<file path="config.mk">
export PLATFORM = sky130hd
export DESIGN_NAME = bor_top
export DESIGN_NICKNAME = d
export VERILOG_FILES = /design/src/bor_pkg.sv /design/src/bor_len_check.sv /design/src/bor_top.sv
export SDC_FILE = /design/constraint.sdc
export NUM_CORES = 1
export LEC_CHECK = 0
export BUFFER_PORTS_ARGS = -buffer_cell sky130_fd_sc_hd__buf_2
export CAP_MARGIN = 25
export CELL_PAD_IN_SITES_DETAIL_PLACEMENT = 1
export CELL_PAD_IN_SITES_GLOBAL_PLACEMENT = 1
export CORE_MARGIN = 1.5
export CORE_UTILIZATION = 27
export DETAILED_ROUTE_END_ITERATION = 10
export MAX_ROUTING_LAYER = met4
export PLACE_DENSITY_LB_ADDON = 0.2
export SLEW_MARGIN = 20
export SYNTH_ARGS = -nofsm -noshare
export SYNTH_HDL_FRONTEND = slang
export SYNTH_SLANG_ARGS = --single-unit
</file>
<file path="constraint.sdc">
create_clock -name clock -period 2.1 [get_ports clock]
set_input_delay 0.42 -clock clock [delete_from_list [all_inputs] [get_ports clock]]
set_output_delay 0.42 -clock clock [all_outputs]
set_load 0.01 [all_outputs]
</file>
<file path="src/bor_pkg.sv">
// bor_pkg: constants and carriers for the bus options register block
// assumes a single 250 MHz clock domain and an apb register port
`default_nettype none
package bor_pkg;
    // register byte offset
    localparam logic [7:0]  BOR_OFF_OPTIONS   = 8'h20;
    // bus info block address seen by remote nodes (second quadlet)
    localparam logic [47:0] BOR_REMOTE_ADDR   = 48'hffff_f000_0408;
    // field positions
    localparam int          BOR_CAP_HI        = 31;
    localparam int          BOR_CAP_LO        = 27;
    localparam int          BOR_ACC_HI        = 23;
    localparam int          BOR_ACC_LO        = 16;
    localparam int          BOR_PAY_HI        = 15;
    localparam int          BOR_PAY_LO        = 12;
    localparam int          BOR_GEN_HI        = 7;
    localparam int          BOR_GEN_LO        = 6;
    localparam int          BOR_SPD_HI        = 2;
    localparam int          BOR_SPD_LO        = 0;
    // reset and fixed values
    localparam logic [31:0] BOR_RESET_VALUE   = 32'h0000_a002;
    localparam logic [3:0]  BOR_PAY_RESET     = 4'ha;       // 2048 bytes
    localparam logic [2:0]  BOR_LINK_SPEED    = 3'h2;       // 100/200/400
    localparam logic [31:0] BOR_WRITE_MASK    = 32'hf8ff_f0c0;

    // apb request carrier
    typedef struct packed {
        logic        psel;
        logic        penable;
        logic        pwrite;
        logic [7:0]  paddr;
        logic [31:0] pwdata;
    } bor_apb_req_s;

    // apb answer carrier
    typedef struct packed {
        logic        pready;
        logic        pslverr;
        logic [31:0] prdata;
    } bor_apb_rsp_s;

    // remote quadlet read carrier
    typedef struct packed {
        logic        valid;
        logic [47:0] addr;
    } bor_rq_s;

    // byte limit from payload code: 2^(code+1); shift kept 5 bits so code 15 gives 64 KiB
    function automatic logic [16:0] bor_max_bytes(input logic [3:0] code);
        bor_max_bytes = 17'h0_0001 << ({1'b0, code} + 5'h01);
    endfunction
endpackage
`default_nettype wire

</file>
<file path="src/bor_len_check.sv">
// bor_len_check: flags a received block write longer than the payload limit
// assumes length and strobe come from logic on the same clock
`default_nettype none
module bor_len_check
    import bor_pkg::*;
(
    input  wire logic        clock,
    input  wire logic        srst,
    input  wire logic [3:0]  pay_code,
    input  wire logic        blk_wr_valid,
    input  wire logic [15:0] blk_wr_len,
    output var  logic        ack_type_error
);
    typedef struct packed {
        logic err;
    } bor_chk_s;

    bor_chk_s st_q;
    bor_chk_s st_d;

    // compare length with the limit each offered block write
    always_comb begin
        st_d     = st_q;
        st_d.err = blk_wr_valid && ({1'b0, blk_wr_len} > bor_max_bytes(pay_code));
    end

    // register the verdict
    always_ff @(posedge clock) begin
        if (srst) begin
            st_q <= '0;
        end else begin
            st_q <= st_d;
        end
    end

    assign ack_type_error = st_q.err;

    a_len_err_flag : assert property (@(posedge clock) disable iff (srst)
        blk_wr_valid && ({1'b0, blk_wr_len} > bor_max_bytes(pay_code)) |=> ack_type_error)
        else $error("oversized block write not flagged");
endmodule
`default_nettype wire

</file>
<file path="src/bor_top.sv">
// bor_top: bus options register with apb access and remote quadlet reads
// assumes one clock; hard_rst reloads everything, srst is the soft reset
//
// Added by the designer: the APB register port.
`default_nettype none
module bor_top
    import bor_pkg::*;
(
    input  wire logic                  clock,
    input  wire logic                  srst,
    input  wire logic                  hard_rst,
    input  wire bor_pkg::bor_apb_req_s apb_req,
    output var  bor_pkg::bor_apb_rsp_s apb_rsp,
    input  wire bor_pkg::bor_rq_s      remote_rd,
    output var  logic                  remote_rd_valid,
    output var  logic [31:0]           remote_rd_data,
    input  wire logic                  blk_wr_valid,
    input  wire logic [15:0]           blk_wr_len,
    output var  logic                  ack_type_error,
    output var  logic [3:0]            pay_code
);
    import bor_pkg::*;

    typedef struct packed {
        logic [4:0]   cap;
        logic [7:0]   acc;
        logic [3:0]   pay;
        logic [1:0]   gen;
        bor_apb_rsp_s rsp;
        logic         rr_valid;
        logic [31:0]  rr_data;
    } bor_state_s;

    bor_state_s st_q;
    bor_state_s st_d;
    logic       wr_hit;
    logic [31:0] reg_view;

    // assemble the readable word; reserved bits are zero
    always_comb begin
        reg_view = '0;
        reg_view[BOR_CAP_HI:BOR_CAP_LO] = st_q.cap;
        reg_view[BOR_ACC_HI:BOR_ACC_LO] = st_q.acc;
        reg_view[BOR_PAY_HI:BOR_PAY_LO] = st_q.pay;
        reg_view[BOR_GEN_HI:BOR_GEN_LO] = st_q.gen;
        reg_view[BOR_SPD_HI:BOR_SPD_LO] = BOR_LINK_SPEED;
    end

    // apb access phase: one wait state, answer registered
    assign wr_hit = apb_req.psel && apb_req.penable && apb_req.pwrite
                    && !st_q.rsp.pready && (apb_req.paddr == BOR_OFF_OPTIONS);

    // next state
    always_comb begin
        st_d            = st_q;
        st_d.rsp        = '0;
        st_d.rr_valid   = 1'b0;
        if (apb_req.psel && apb_req.penable && !st_q.rsp.pready) begin
            st_d.rsp.pready = 1'b1;
            if (apb_req.paddr != BOR_OFF_OPTIONS) begin
                st_d.rsp.pslverr = 1'b1;                          // unmapped address
            end else if (!apb_req.pwrite) begin
                st_d.rsp.prdata = reg_view;
            end
        end
        if (wr_hit) begin
            st_d.cap = apb_req.pwdata[BOR_CAP_HI:BOR_CAP_LO];
            st_d.acc = apb_req.pwdata[BOR_ACC_HI:BOR_ACC_LO];
            st_d.pay = apb_req.pwdata[BOR_PAY_HI:BOR_PAY_LO];
            st_d.gen = apb_req.pwdata[BOR_GEN_HI:BOR_GEN_LO];
        end
        // remote quadlet read of the bus info block
        if (remote_rd.valid && remote_rd.addr == BOR_REMOTE_ADDR) begin
            st_d.rr_valid = 1'b1;
            st_d.rr_data  = reg_view;
        end
    end

    // registers; hard reset loads the defaults, soft reset keeps the payload code and lets cap, acc and gen take a write in the same cycle
    always_ff @(posedge clock) begin
        if (hard_rst) begin
            st_q     <= '0;
            st_q.pay <= BOR_PAY_RESET;
        end else if (srst) begin
            st_q     <= '0;
            st_q.cap <= st_d.cap;
            st_q.acc <= st_d.acc;
            st_q.gen <= st_d.gen;
            st_q.pay <= st_q.pay;
        end else begin
            st_q <= st_d;
        end
    end

    // oversized block write checker
    bor_len_check u_len_check (
        .clock          (clock),
        .srst           (srst | hard_rst),
        .pay_code       (st_q.pay),
        .blk_wr_valid   (blk_wr_valid),
        .blk_wr_len     (blk_wr_len),
        .ack_type_error (ack_type_error)
    );

    // outputs straight from flip-flops
    assign apb_rsp         = st_q.rsp;
    assign remote_rd_valid = st_q.rr_valid;
    assign remote_rd_data  = st_q.rr_data;
    assign pay_code        = st_q.pay;

    a_remote_rd_data : assert property (@(posedge clock) disable iff (srst || hard_rst)
        remote_rd.valid && remote_rd.addr == BOR_REMOTE_ADDR |=> remote_rd_valid
        && remote_rd_data == $past(reg_view))
        else $error("remote read answer wrong");
    a_cap_write : assert property (@(posedge clock) disable iff (srst || hard_rst)
        wr_hit |=> reg_view[31:27] == $past(apb_req.pwdata[31:27]))
        else $error("capability flags not written");
    a_acc_write : assert property (@(posedge clock) disable iff (srst || hard_rst)
        wr_hit |=> reg_view[23:16] == $past(apb_req.pwdata[23:16]))
        else $error("accuracy not written");
    a_pay_write : assert property (@(posedge clock) disable iff (srst || hard_rst)
        wr_hit |=> pay_code == $past(apb_req.pwdata[15:12]))
        else $error("payload code not written");
    a_pay_hard_rst : assert property (@(posedge clock)
        hard_rst |=> pay_code == 4'ha)
        else $error("payload code not loaded by hard reset");
    a_pay_soft_keep : assert property (@(posedge clock) disable iff (hard_rst)
        srst |=> $stable(pay_code))
        else $error("soft reset changed payload code");
    a_speed_const : assert property (@(posedge clock)
        reg_view[2:0] == 3'b010)
        else $error("link speed field wrong");
    a_reserved_zero : assert property (@(posedge clock) disable iff (srst || hard_rst)
        apb_rsp.pready && !apb_rsp.pslverr |-> (apb_rsp.prdata & 32'h0700_0f38) == '0)
        else $error("reserved bits not zero");
    a_gen_wrap : assert property (@(posedge clock) disable iff (srst || hard_rst)
        wr_hit && reg_view[7:6] == 2'd3 && apb_req.pwdata[7:6] == 2'd0
        |=> reg_view[7:6] == 2'd0)
        else $error("generation counter did not wrap");
endmodule
`default_nettype wire

</file>
==> results.yml <==
outcome:
  outcome: "complete, no violations"
power:
  cellPowerDensity_nw_per_um2: 629
  irDropWorstVdd_mv: 0.299
  p_seq_share_pct: 44.2
  clockPowerShare_pct: 48.1
  p_switching_mw: 0.559
  p_leak_nw: 2.10
  p_total_mw: 2.71
  swShare_pct: 20.6
  p_int_mw: 2.15
  combPwrFrac_pct: 7.8
sta:
  fmax_mhz: 501
  fin_crit_ps: 2000
  setup_viol: 0
  fin_crit_sh_pct: 95.0
  rsz0062_at_grt: "false"
  hold_viol: 0
  tns_ps: 0
  drv_slew: 0
  finClkSkew_ps: 5.77
logic_synthesis:
  ys_seq_elements: 63
  synth_edf_count: 0
  ys_warn_count: 0
  synth_area_sq_um: 2940
  yosysUniqueCellTypes: 34
  synth_most_common_cell: "dfxtp_1"
  synth_seq_area_share_pct: 42.8
  yosys-top-cells-count: "dfxtp_1 (63), nand2_1 (49), mux2i_1 (36)"
  synth_top_area_cell: "dfxtp_1"
  async_flop_share_pct: 0
  syn_avg_cell_area_sq_um: 9.32
  synth_ff_type: "dfxtp_1"
  synth.area.top_cells: "dfxtp_1 (43%), mux2i_1 (12%), buf_4 (7.1%), ha_1 (6.8%), nand2_1 (6.2%)"
  netlist_instances: 316
  yosysTopAreaCellShare_pct: 42.8
floorplanning:
  die_x_um: 107
  rows: 37
  num_io_pins: 184
  die_area_sq_um: 11500
  start_util_pct: 28.1
  core_area_sq_um: 10500
  die_h_um: 107
clock_network:
  cts_buffers: 9
  clock-sinks: 63
  cts_setup_buffers: 0
  root_buffer: "clkbuf_8"
  cts_buffer_depth: 2
  clk_pin_slew_ps: 60
  clk_latency_ps: 340
  htreeDepth: 3
  cts_tree: "yes"
  holdBufCountCts: 0
routing:
  wl_per_cell_um: 13.3
  antenna_left: 0
  drt_iter0_markers: 86
  drc_errors: 0
  drtPass1Iterations: 4
  avgViaCountPerCell: 4.38
  vias: 2718
  drt-total-wl_um: 8230
finish:
  num_antenna_cells: 0
  nFillCells: 1270
  drive_gt1_share_pct: 43.8
  seqCellArea_sq_um: 1260
  stdcell_count: 620
  final_util_pct: 41.2
  area_growth_pct: 46.4
  multiInputGateArea_sq_um: 1630
  nets: 608
critical_path:
  worstSetupStartpoint: "pay_code[2]"
  reg2reg_depth: 9
  r2r-end: "u_len_check.ack_type_error"
  crit_path_max_fanout: 4
  crit_type: "reg2reg"
  rr_startpoint: "pay_code[2]"
  critPathLaunchType: "flop"
  arrival_ps: 2210
  end_kind: "flop"
  required_ps: 2320
  reg2reg_slack_ps: 100
job:
  maxCapViolations: 0
grt:
  grt_pass1_vias: 2654
  antenna_found_initial: 0
  grt_usage_pct: 15.0
  grt_remaining_overflow: 0
  grt_pass1_wl_um: 12900
  grt_max_degree: 30
hold_path:
  hp-start: "apb_req[13]"
  hp-class: "in2reg"
  hold-path-endpoint: "pay_code[1]"
  hold_depth: 2
placement:
  dp_hpwl_um: 6370
  gp_congestion: 0.779
  numPortBuffers: 146
  place_inst: 605
==> cells in the final DEF (no fill, tap or decap), types with 2 or more instances in the layout <==
cell type | netlist | layout
ha_1 | 16 | 11
clkbuf_8 | 0 | 11
buf_4 | 28 | 23
nand4_1 | 8 | 8
nor2_4 | 0 | 3
nor4_1 | 6 | 5
nand2_1 | 49 | 49
conb_1 | 1 | 25
a211o_1 | 2 | 2
or4b_1 | 2 | 2
mux2i_1 | 36 | 36
bufinv_16 | 0 | 3
nor2b_1 | 7 | 3
nor2b_4 | 0 | 4
nor4b_1 | 2 | 2
dfxtp_1 | 63 | 61
and2_1 | 20 | 20
nand3_1 | 11 | 7
nand3_2 | 0 | 4
buf_2 | 0 | 146
buf_12 | 0 | 4
nor2_1 | 21 | 18
a21oi_2 | 0 | 2
ha_4 | 0 | 5
inv_1 | 4 | 4
a21oi_1 | 7 | 5
a21o_1 | 2 | 2
dfxtp_2 | 0 | 2
and4b_1 | 2 | 2
==> worst max path at each step <==
stage                                       endpoint  cells after the start
after floorplan                   remote_rd_data[12]                      5
after global placement            remote_rd_data[15]                      6
after detailed placement          remote_rd_data[21]                      6
after CTS                 u_len_check.ack_type_error                      9
after global routing      u_len_check.ack_type_error                      9
final                     u_len_check.ack_type_error                      9
==> critical path, stage by stage (launching register included) <==
cell and delay [ps]:
dfxtp_1 320, buf_4 170, nor2b_4 150, nand2_1 110
ha_4 230, nand4_1 120, buf_4 120, nor2_1 30
a221o_1 350, o31a_1 260
==> registers in the layout, indices dropped and copies added, names as in the netlist <==
signal                      flops
apb_rsp                        22
pay_code                        4
reg_view                       15
remote_rd_data                 20
remote_rd_valid                 1
u_len_check.ack_type_error      1
==> routing by layer <==
| layer | track usage [%] | wire, um |
|---|---|---|
| met5 | - | 0 |
| met4 | 5.08 | 113 |
| met3 | 4.00 | 587 |
| met2 | 25.3 | 4030 |
| met1 | 17.2 | 3500 |
==> stage by stage <==
step | setup WS, ps | hold WS, ps | area [sq um]
detailed placement | -234 | 445 | 3920
finish | 104 | 287 | 4310
CTS | 14.7 | 271 | 4200
floorplan | 2.61 | 446 | 3040
global placement | -175 | 441 | 3920
global route | 11.2 | 270 | 4310
==> cell type report <==
type / count / share of cell area, %
Multi-Input combinational cell: 229 / 37.9
Sequential cell: 63 / 29.3
Timing Repair Buffer: 173 / 22.8
Tap cell: 136 / 3.95
Clock buffer: 12 / 3.60
Clock inverter: 3 / 2.09
Inverter: 4 / 0.348
==> timing repair <==
action                                  CTS  global route
endpoints found under the setup margin    1             1
pin swaps                                 0             3
gates resized for setup                  11            16
==> cells by family (layout without fill, tap and decap cells) <==
family | Yosys count | in the layout | synth area share [%]
mux | 36 | 36 | 12.2
compound gates | 17 | 17 | 4.00
buf+inv | 48 | 192 | 10.2
other cells | 1 | 25 | 0.127
simple gates | 135 | 135 | 23.8
flops | 63 | 63 | 42.8
fa+ha+maj | 16 | 16 | 6.80
==> power by group through the flow <==
stage          clock network, mW  logic, mW  registers (mW)
2_1_floorplan                  0      0.107            1.22
3_3_place_gp                   0      0.194            1.22
3_5_place_dp                   0      0.200            1.22
4_1_cts                     1.34      0.201            1.20
5_1_grt                     1.40      0.237            1.20
6_report                    1.30      0.210            1.20
(Power assumes the default switching activity.)
